`src/rtl/etd_pkg.sv`:
```
// transmit descriptor decode: shared constants and carrier types
// assumes one 40 MHz clock domain and an AXI4-Lite register master
package etd_pkg;
  // descriptor word 1 field positions
  localparam int unsigned W1_CHAIN_BIT = 31;
  localparam int unsigned W1_VIRT_BIT  = 30;
  localparam int unsigned W1_TYPE_HI   = 29;
  localparam int unsigned W1_TYPE_LO   = 28;
  localparam int unsigned W1_NOCRC_BIT = 27;
  localparam int unsigned W1_FIRST_BIT = 26;
  localparam int unsigned W1_LAST_BIT  = 25;
  localparam int unsigned W1_IRQ_BIT   = 24;
  localparam int unsigned W1_VTYPE_BIT = 23;
  // descriptor word 2 field positions
  localparam int unsigned W2_COUNT_HI  = 30;
  localparam int unsigned W2_COUNT_LO  = 16;
  localparam int unsigned W2_OFFS_HI   = 8;
  localparam int unsigned W2_OFFS_LO   = 0;
  // frame shorter than this is padded and always gets a crc
  localparam logic [15:0] MIN_FRAME_BYTES = 16'h0040;
  // register byte offsets
  localparam logic [7:0] OFS_STATUS    = 8'h00;
  localparam logic [7:0] OFS_MASK      = 8'h04;
  localparam logic [7:0] OFS_FRAME_LEN = 8'h08;
  localparam logic [7:0] OFS_CTRL      = 8'h0c;
  // status / mask bit positions
  localparam int unsigned ST_TX_IRQ  = 0;
  localparam int unsigned ST_SKIPPED = 1;
  localparam int unsigned ST_BADTYPE = 2;
  // reset values, response codes and the undefined content code
  localparam logic [2:0]  MASK_RST = 3'h0;
  localparam logic        CTRL_RST = 1'b0;
  localparam logic [1:0]  RESP_OKAY   = 2'h0;
  localparam logic [1:0]  RESP_SLVERR = 2'h2;
  localparam logic [1:0]  TYPE_BADCODE = 2'h1;

  typedef enum logic [1:0] {ETD_PHYS, ETD_SVPTE, ETD_PHYSICAL_PTE_ADDRESS, ETD_CHAIN} etd_kind_t;

  typedef struct packed {
    logic [31:0] w1;
    logic [31:0] w2;
    logic [31:0] w3;
  } etd_desc_t;

  typedef struct packed {
    etd_kind_t   kind;
    logic [31:0] addr;
    logic [14:0] count;
    logic [8:0]  offset;
    logic [1:0]  content;
    logic        first;
    logic        last;
  } etd_seg_t;

  typedef struct packed {
    logic [15:0] len;
    logic        append_crc;
    logic        pad;
    logic        irq_req;
  } etd_frame_t;
endpackage : etd_pkg

```
`src/rtl/etd_decode.sv`:
```
// transmit descriptor control-word decoder with AXI4-Lite status registers
// assumes descriptors arrive already fetched, one at a time, and that the
// transmitter pulses tx_done once per frame in the order frames were closed
`timescale 1ns/1ps
module etd_decode (
  input  wire logic               aclk,        // system clock, 40 MHz
  input  wire logic               aresetn,     // sync reset, active low
  input  wire logic               dsc_valid,   // descriptor words offered
  input  wire etd_pkg::etd_desc_t dsc,         // words 1..3
  output logic                    dsc_ready,   // descriptor taken
  output logic                    seg_valid,   // segment command offered
  output etd_pkg::etd_seg_t       seg,         // segment command
  input  wire logic               seg_ready,   // fetch side takes segment
  output logic                    frame_valid, // one-cycle frame summary
  output etd_pkg::etd_frame_t     frame,       // frame summary
  input  wire logic               tx_done,     // frame left the wire
  output logic                    irq,         // level interrupt
  input  wire logic [7:0]         awaddr,      // axi write address
  input  wire logic               awvalid,     // axi
  output logic                    awready,     // axi
  input  wire logic [31:0]        wdata,       // axi
  input  wire logic [3:0]         wstrb,       // axi
  input  wire logic               wvalid,      // axi
  output logic                    wready,      // axi
  output logic [1:0]              bresp,       // axi
  output logic                    bvalid,      // axi
  input  wire logic               bready,      // axi
  input  wire logic [7:0]         araddr,      // axi read address
  input  wire logic               arvalid,     // axi
  output logic                    arready,     // axi
  output logic [31:0]             rdata,       // axi
  output logic [1:0]              rresp,       // axi
  output logic                    rvalid,      // axi
  input  wire logic               rready       // axi
);
  import etd_pkg::*;

  // addressing kind from word 1; chain takes precedence over buffer modes
  function automatic etd_kind_t addr_kind(input logic [31:0] w1);
    if (w1[W1_CHAIN_BIT])      addr_kind = ETD_CHAIN;
    else if (!w1[W1_VIRT_BIT]) addr_kind = ETD_PHYS;
    else if (w1[W1_VTYPE_BIT]) addr_kind = ETD_SVPTE;
    else                       addr_kind = ETD_PHYSICAL_PTE_ADDRESS;
  endfunction : addr_kind

  etd_seg_t    seg_reg, seg_next;
  logic        seg_valid_reg;
  logic        dsc_ready_reg;
  etd_frame_t  frame_reg;
  logic        frame_valid_reg;
  logic [15:0] len_reg;
  logic        nocrc_reg;
  logic        cmpl_pend_reg;
  logic [2:0]  status_reg, status_next;
  logic [2:0]  mask_reg;
  logic        ctrl_en_reg;
  logic [15:0] last_len_reg;
  logic        irq_reg;

  // field decode; bits 22:0 of word 1 and bit 31 of word 2 are never looked at
  wire         take      = dsc_valid && dsc_ready_reg;
  wire         is_first  = dsc.w1[W1_FIRST_BIT];
  wire         is_last   = dsc.w1[W1_LAST_BIT];
  wire         is_virt   = dsc.w1[W1_VIRT_BIT];
  wire [14:0]  count     = dsc.w2[W2_COUNT_HI:W2_COUNT_LO];
  wire [1:0]   content   = dsc.w1[W1_TYPE_HI:W1_TYPE_LO];
  wire         is_chain  = dsc.w1[W1_CHAIN_BIT];
  wire         zero_len  = (count == 15'h0000) && !is_chain;
  wire         bad_type  = (content == TYPE_BADCODE);
  wire         emit      = take && !zero_len;
  // running frame length; a first segment restarts the sum
  wire [15:0]  len_base  = is_first ? 16'h0000 : len_reg;
  wire [15:0]  len_sum   = is_chain ? len_base : len_base + {1'b0, count};
  wire         nocrc_now = is_first ? dsc.w1[W1_NOCRC_BIT] : nocrc_reg;
  wire         short_frm = len_sum < MIN_FRAME_BYTES;
  wire         close_frm = take && is_last && !is_chain;
  wire         cmpl_now  = close_frm && dsc.w1[W1_IRQ_BIT];

  // segment command: word 3 passes whole, no alignment trimmed off
  always_comb begin
    seg_next         = seg_reg;
    seg_next.kind    = addr_kind(dsc.w1);
    seg_next.addr    = dsc.w3;
    seg_next.count   = count;
    seg_next.offset  = is_virt ? dsc.w2[W2_OFFS_HI:W2_OFFS_LO] : 9'h000;
    seg_next.content = content;
    seg_next.first   = is_first;
    seg_next.last    = is_last;
  end

  // one descriptor in flight; ready returns once the segment is taken
  always_ff @(posedge aclk) begin
    if (!aresetn) begin
      dsc_ready_reg <= 1'b0;
      seg_valid_reg <= 1'b0;
      seg_reg       <= '0;
    end else begin
      if (emit) begin
        seg_valid_reg <= 1'b1;
        seg_reg       <= seg_next;
        dsc_ready_reg <= 1'b0;
      end else if (seg_valid_reg && seg_ready) begin
        seg_valid_reg <= 1'b0;
        dsc_ready_reg <= ctrl_en_reg;
      end else if (!seg_valid_reg) begin
        dsc_ready_reg <= ctrl_en_reg && !take;
      end
    end
  end

  // frame bookkeeping; short frames force pad and crc
  always_ff @(posedge aclk) begin
    if (!aresetn) begin
      len_reg         <= 16'h0000;
      nocrc_reg       <= 1'b0;
      frame_valid_reg <= 1'b0;
      frame_reg       <= '0;
      last_len_reg    <= 16'h0000;
    end else begin
      frame_valid_reg <= close_frm;
      if (take) begin
        len_reg   <= len_sum;
        nocrc_reg <= nocrc_now;
      end
      if (close_frm) begin
        frame_reg.len        <= len_sum;
        frame_reg.pad        <= short_frm;
        frame_reg.append_crc <= short_frm || !nocrc_now;
        frame_reg.irq_req    <= dsc.w1[W1_IRQ_BIT];
        last_len_reg         <= len_sum;
      end
    end
  end

  // completion interrupt waits for the wire; a new request wins over a clear
  always_ff @(posedge aclk) begin
    if (!aresetn)      cmpl_pend_reg <= 1'b0;
    else if (cmpl_now) cmpl_pend_reg <= 1'b1;
    else if (tx_done)  cmpl_pend_reg <= 1'b0;
  end

  // axi4-lite slave: one write and one read at a time
  logic        aw_have_reg, w_have_reg;
  logic [7:0]  aw_addr_reg;
  logic [31:0] w_data_reg;
  logic [3:0]  w_strb_reg;
  logic        awready_reg, wready_reg, bvalid_reg, arready_reg, rvalid_reg;
  logic [1:0]  bresp_reg, rresp_reg;
  logic [31:0] rdata_reg;

  wire         do_write  = aw_have_reg && w_have_reg && !bvalid_reg;
  wire         do_read   = arvalid && arready_reg;
  wire         wr_ok     = (aw_addr_reg == OFS_MASK) || (aw_addr_reg == OFS_CTRL);
  wire         rd_status = do_read && (araddr == OFS_STATUS);
  wire [2:0]   ev_set    = {take && bad_type, take && zero_len, tx_done && cmpl_pend_reg};
  wire         rd_ok     = (araddr == OFS_STATUS) || (araddr == OFS_MASK) ||
                           (araddr == OFS_FRAME_LEN) || (araddr == OFS_CTRL);
  wire [31:0]  rd_mux    = (araddr == OFS_STATUS)    ? {29'h0, status_reg} :
                           (araddr == OFS_MASK)      ? {29'h0, mask_reg} :
                           (araddr == OFS_FRAME_LEN) ? {16'h0, last_len_reg} :
                           (araddr == OFS_CTRL)      ? {31'h0, ctrl_en_reg} : 32'h0;

  // read of status clears it, but an event in the same cycle survives
  assign status_next = (rd_status ? 3'h0 : status_reg) | ev_set;

  // write address and data captured in either order
  always_ff @(posedge aclk) begin
    if (!aresetn) begin
      aw_have_reg <= 1'b0;
      w_have_reg  <= 1'b0;
      aw_addr_reg <= 8'h00;
      w_data_reg  <= 32'h0;
      w_strb_reg  <= 4'h0;
      awready_reg <= 1'b0;
      wready_reg  <= 1'b0;
      bvalid_reg  <= 1'b0;
      bresp_reg   <= RESP_OKAY;
    end else begin
      awready_reg <= !aw_have_reg && !(awvalid && awready_reg);
      wready_reg  <= !w_have_reg && !(wvalid && wready_reg);
      if (awvalid && awready_reg) begin
        aw_have_reg <= 1'b1;
        aw_addr_reg <= awaddr;
      end
      if (wvalid && wready_reg) begin
        w_have_reg <= 1'b1;
        w_data_reg <= wdata;
        w_strb_reg <= wstrb;
      end
      if (do_write) begin
        bvalid_reg  <= 1'b1;
        bresp_reg   <= wr_ok ? RESP_OKAY : RESP_SLVERR;
      end else if (bvalid_reg && bready) begin
        bvalid_reg  <= 1'b0;
        aw_have_reg <= 1'b0;
        w_have_reg  <= 1'b0;
      end
    end
  end

  // register file and interrupt line
  always_ff @(posedge aclk) begin
    if (!aresetn) begin
      status_reg  <= 3'h0;
      mask_reg    <= MASK_RST;
      ctrl_en_reg <= CTRL_RST;
      irq_reg     <= 1'b0;
    end else begin
      status_reg <= status_next;
      irq_reg    <= |(status_next & mask_reg);
      if (do_write && w_strb_reg[0] && aw_addr_reg == OFS_MASK) mask_reg    <= w_data_reg[2:0];
      if (do_write && w_strb_reg[0] && aw_addr_reg == OFS_CTRL) ctrl_en_reg <= w_data_reg[0];
    end
  end

  // read channel: answer one cycle after the address is taken
  always_ff @(posedge aclk) begin
    if (!aresetn) begin
      arready_reg <= 1'b0;
      rvalid_reg  <= 1'b0;
      rdata_reg   <= 32'h0;
      rresp_reg   <= RESP_OKAY;
    end else begin
      arready_reg <= !rvalid_reg && !do_read;
      if (do_read) begin
        rvalid_reg <= 1'b1;
        rdata_reg  <= rd_mux;
        rresp_reg  <= rd_ok ? RESP_OKAY : RESP_SLVERR;
      end else if (rvalid_reg && rready) begin
        rvalid_reg <= 1'b0;
      end
    end
  end

  assign dsc_ready   = dsc_ready_reg;
  assign seg_valid   = seg_valid_reg;
  assign seg         = seg_reg;
  assign frame_valid = frame_valid_reg;
  assign frame       = frame_reg;
  assign irq         = irq_reg;
  assign awready     = awready_reg;
  assign wready      = wready_reg;
  assign bvalid      = bvalid_reg;
  assign bresp       = bresp_reg;
  assign arready     = arready_reg;
  assign rvalid      = rvalid_reg;
  assign rdata       = rdata_reg;
  assign rresp       = rresp_reg;
endmodule : etd_decode

```
`config.mk`:
```
export PLATFORM = sky130hd
export DESIGN_NAME = etd_decode
export DESIGN_NICKNAME = d
export VERILOG_FILES = /design/src/rtl/etd_pkg.sv /design/src/rtl/etd_decode.sv
export SDC_FILE = /design/constraint.sdc
export NUM_CORES = 1
export LEC_CHECK = 0
export ABC_AREA = 1
export BUFFER_PORTS_ARGS = -buffer_cell sky130_fd_sc_hd__buf_2
export CORE_ASPECT_RATIO = 1.5
export CORE_MARGIN = 4
export CORE_UTILIZATION = 45
export CTS_BUF_LIST = sky130_fd_sc_hd__clkbuf_4
export DETAILED_ROUTE_END_ITERATION = 16
export PLACE_DENSITY = 0.79
export SYNTH_ARGS = -nofsm -noshare
export SYNTH_HDL_FRONTEND = slang
export SYNTH_SLANG_ARGS = --single-unit
export TNS_END_PERCENT = 5
```
`constraint.sdc`:
```
create_clock -name aclk -period 2.65 [get_ports aclk]
set_input_delay 0.53 -clock aclk [delete_from_list [all_inputs] [get_ports aclk]]
set_output_delay 0.53 -clock aclk [all_outputs]
set_load 0.1 [all_outputs]
```
# After elaboration in Yosys (flattened, before gate mapping)
# Index checks and enable logic that the tools add are counted.
# Widths: inputs -> output; s select.
# op_classes
n_addsub	1
n_mul	0
n_div	0
order_cmp	1
n_eq_ne	7
shifts	0
n_mux	30
n_bitwise	3
reduce_logical	49
# op_table
op	n
$mux 16	5
$logic_and 1x1->1	25
$eq 8x4->1 const B	3
$mux 1	18
$add 16x15->16	1
$eq 8x3->1 const B	2
$lt 16x7->1 const B	1
$logic_not 15->1	1
$logic_not 1->1	11
$mux 2	5
$mux 9	1
$logic_not 8->1	1
$reduce_bool 2->1	4
$logic_or 1x1->1	5
$and 3x3->3	1
$mux 3	1
$or 3x3->3	1
$reduce_or 3->1	1
$eq 2x1->1 const B	1
$ne 2x1->1 const B	1
$reduce_or 2->1	1
$not 1->1	1
# word_totals
reg_bits	165
latchBits	0
mem_bits_rw	0
mem_bits_ro	0
inputBits	158
output_inout_bits	126
wordCells	125
memories	0

# Depth between registers and ports, before layout
# depth
depth_word	6
depth_mapped	18
ltp_nobuf	18

# Least setup slack after synthesis
# No wires, ideal clock.
# synth_timing
kind	input to register
from	in dsc[90] in the netlist's numbering
to	reg frame_reg (netlist bit frame[1])
setup_ns	0.070
arrival_time_ns	2.435
required_ns	2.580
path_slack_ns	0.145
path_stages	17
path_buffers	2
cell_sequence	clkbuf_8 clkbuf_1 nor2_1 fa_1 nand2_2 nand3_1 nand3_1 nand2_1 nand2_1 nand3_1 nand2_1 nand2_2 nor2_4 nand2_2 nor2_2 nand3_2 a21oi_1
# synth_via
elab_chain_cells	4
# synth_rtl
element	line	text
start, declared	etd_decode.sv:9	input wire etd_pkg::etd_desc_t dsc,
$mux 16 (*)	etd_decode.sv:72	wire [15:0] len_base = is_first ? 16'h0000 : len_reg;
$add 16x15->16	etd_decode.sv:73	wire [15:0] len_sum = is_chain ? len_base : len_base + {1'b0, count};
$mux 16 (*)	etd_decode.sv:73	
$lt 16x7->1 (*)	etd_decode.sv:75	wire short_frm = len_sum < MIN_FRAME_BYTES;
end, declared	etd_decode.sv:49	etd_frame_t frame_reg;
# Mark *: on every way between the ends. The rest lies on a longest branch, timed or not.
# A chain may end at the register's enable or synchronous reset.

# Worst setup path in the final report
# layout_timing
from	reg len_reg[0]
to	reg frame_reg (netlist bit frame[1])
# layout_via
elab_chain_cells	4
# layout_rtl
element	line	text
start, declared	etd_decode.sv:51	logic [15:0] len_reg;
start signal, assigned	etd_decode.sv:122	len_reg <= len_sum;
$mux 16 (*)	etd_decode.sv:72	
$add 16x15->16	etd_decode.sv:73	
$mux 16 (*)	etd_decode.sv:73	
$lt 16x7->1 (*)	etd_decode.sv:75	
# Marked as above.

==> metrics <==
Total Negative Setup Slacks=0 ns; Final period util=around 85%; Worst R2R End=frame[1]; GR Util met2=40.4%; critical path's most frequent cell=nand2_1; reg-to-reg setup timing slack=0.39 ns; ratio of cells with drive above 1 in the final layout=between 20% and 30%; IO Pins=284; clock network power share=between 30% and 40%; asr flop ratio synth=0%; synthesized flop and latch total=around 150; via count of the routed design=6,679; Slowest Stage Delay on Critical Path=about 0.40 ns; final clock skew=~0.024 ns; Hold Path Class=in2reg; via/cell ratio=just under 5; sequential share of power=between 50 and 60%; switching fraction of total power=29.3%; static power due to leakage=approximately 4.2 nW; clock-pin slew reported for the worst setup and hold paths after clock tree synthesis=0.14 ns; final routed wire length divided by cell count=about 14 um; Int Power=0.00296 W; Most Used Layer, Global Route=met2; worst voltage drop across the vdd grid=254 uV; CP max FO=3; Die ar.=between 0.015 and 0.02 sq mm; sequential area share after synthesis=43.3%; number of placement rows=between 50 and 60; combinational cell fraction of total power=about an eighth; vias in the first global route=6,399; hold path start=dsc[0]; GRT met1 Usage=between 20% and 30%; net total in the final layout=roughly 1,300; post-synth cell types=42; CP required=just over 3 ns; wire length of the first global-routing pass=roughly 30,000 um; initial antenna violation count=2; netlist area before placement=just under 0.007 sq mm; final weighted congestion of routability-driven global placement=0.885; cell with the biggest individual delay on the critical path=fa_1; unrepaired setup endpoints after global routing=false; pins over their slew limit=0; beginning of the worst register-to-register path=len_reg[0]; destination of the critical timing path=frame[1]; worst path arrival time=2.71 ns; 1st-pass router iterations=4; beginning of the critical path=len_reg[0]; count of buffers inserted at the top-level ports=~200; sequence of cells on the critical path=inv_1, nor2_1, ha_1, fa_1, nand2_2, nand3_1, nand3_1, nand2_1, nand2_1, nand3_1, nand2_1, nand2_1, nand2_2, nand2_2, nor2_2, nand3_2, a21oi_1; class of the most critical setup path=reg2reg; clock sinks=approximately 150; die width=roughly 110 um; clock latency on the worst-skew pair=~0.53 ns; clock buffers created by TritonCTS=17; result of the run=finished clean; area of the core=about 0.015 sq mm; post-cts resize count=0; global routing met3 resource utilization=4.50%; starting utilization of the core area=between 40% and 50%; remaining global-route overflow=0; Chip Height=159 um; Hold Violations, Final=0; pin count of the biggest net entering global routing=64; total global-route track usage=22.2%; cts-stage hold buffer count=0; Synthesis Warnings=0; synthesis-to-finish area growth=21.8%; count of flip-flops with a built-in enable after synthesis=0; clock root buffer=clkbuf_4; Highest Clock Rate=approximately 440 MHz; wirelength, routed=roughly 19,000 um; top_reg_cell synth=dfxtp_1; minimum clock period=2.26 ns; number of flip-flops under the largest register name=62; kind of launch point of the worst setup path=flip-flop; max cap viols=0; WHS=roughly 0.24 ns; CTS tree=yes; Critical Path End Type=flip-flop; post-detailed-route count of antenna-violating nets=0; Max Root-Sink Buffers=2; Post CTS Setup Buffer Count=0; htree depth=4; Worst slew margin=between 40% and 50%; slew at the pin closest to its max-slew limit=0.804 ns; Mapped Cells=955; DRT iter0 DRCs=around 330; final setup violation count=0; logic depth of the worst register-to-register path=17; switching power summed over all nets=between 0.001 and 0.0015 W; DRC violation count after routing=0; average footprint of a synthesized cell=roughly 7 sq um; power density relative to cell area=around 510 mW/mm^2; Final HPWL DP=roughly 15,000 um
## layout by cell type, fill, tap and decap left out, drive strengths merged, types with 8 or more instances in the layout
cell type / instances
nor3: 8
conb: 18
nor2: 173
nand2: 151
ha: 15
buf: 232
o211ai: 9
inv: 124
nand3: 59
a21oi: 58
dfxtp: 147
clkbuf: 19
o21ai: 122
## synth_stat cells, types with 2 or more instances
cell	count	area [sq um]
nor2_1	169	634
dfxtp_1	147	2940
nand2_1	140	526
o21ai_0	121	606
inv_1	112	420
a21oi_1	57	285
nand3_1	55	275
clkbuf_1	28	105
buf_4	21	158
ha_1	15	188
nand2_2	11	68.8
o211ai_1	9	67.6
inv_2	7	26.3
nand4_1	6	37.5
nor3_1	6	30.0
a211oi_1	5	37.5
buf_6	5	56.3
buf_2	4	20.0
nand3_2	4	40.0
nor4_1	4	25.0
nor2_2	3	18.8
xor2_1	3	26.3
a221oi_1	2	17.5
buf_1	2	7.51
clkinv_1	2	7.51
## cells by family (layout without fill, tap and decap cells)
group,count (synthesis),after routing,synth area share [%]
AND/OR/NAND/NOR,406,406,25.6
AO/OA/AOI/OAI,199,199,15.6
buffers and inverters,182,385,12.0
flip-flops,147,147,43.3
adder cells (fa/ha/maj),16,16,3.05
XOR/XNOR,3,3,0.386
other,1,19,0.0551
multiplexers,1,1,0.147
## through the flow
step	total power [W]	worst slack, ns	area, sq um	instances	utilization (%)
after global placement	0.00279	0.0242	7990	1339	54.5
final	0.00419	0.392	8280	1372	56.5
after floorplan	0.00265	0.145	6870	972	-
after CTS	0.00424	0.378	8280	1371	56.5
after detailed placement	0.00279	0.0213	7990	1339	54.5
after global routing	0.00437	0.119	8280	1372	56.5
## worst max-delay path, delay by kind of cell, from the launching register on
| kind | cells | cell delay [ns] |
|---|---|---|
| flip-flops | 1 | 0.33 |
| AND/OR/NAND/NOR | 13 | 1.13 |
| AO/OA/AOI/OAI | 1 | 0.11 |
| adder cells (fa/ha/maj) | 2 | 0.61 |
| buffers and inverters | 1 | 0.05 |
## per-layer routing
layer,vias to the layer above,routed length [um]
met5,-,7
met4,2,774
met3,58,1160
met2,206,9690
met1,2958,7470
li1,3455,-
## power groups by stage
| stage | Clock, W | Sequential (W) | Combinational, W |
|---|---|---|---|
| floorplan | 0 | 0.00234 | 0.000308 |
| global placement | 0 | 0.00229 | 0.000493 |
| detailed placement | 0 | 0.00229 | 0.000497 |
| CTS | 0.00149 | 0.00225 | 0.000498 |
| global route | 0.00158 | 0.00225 | 0.000540 |
| finish | 0.00145 | 0.00224 | 0.000498 |
## cell type report
class	count	area [sq um]
clock buffers	19	143
repair buffers	232	1240
inverters	121	454
multi-input cells	643	3110
well taps	196	245
fillers	1462	6380
clock inverters	13	150
diodes	1	2.50
flip-flops and latches	147	2940
## how the worst min path moves through the flow
stage | to | slack (ns) | cells after the start
after floorplan | w_data_reg[1] | 0.43 | 2
after global placement | arready | 0.42 | 1
after detailed placement | arready | 0.44 | 1
final | seg[28] | 0.24 | 3
after global routing | seg[53] | 0.21 | 3
after CTS | seg[28] | 0.19 | 3
Power figures use the tool's default switching activity.
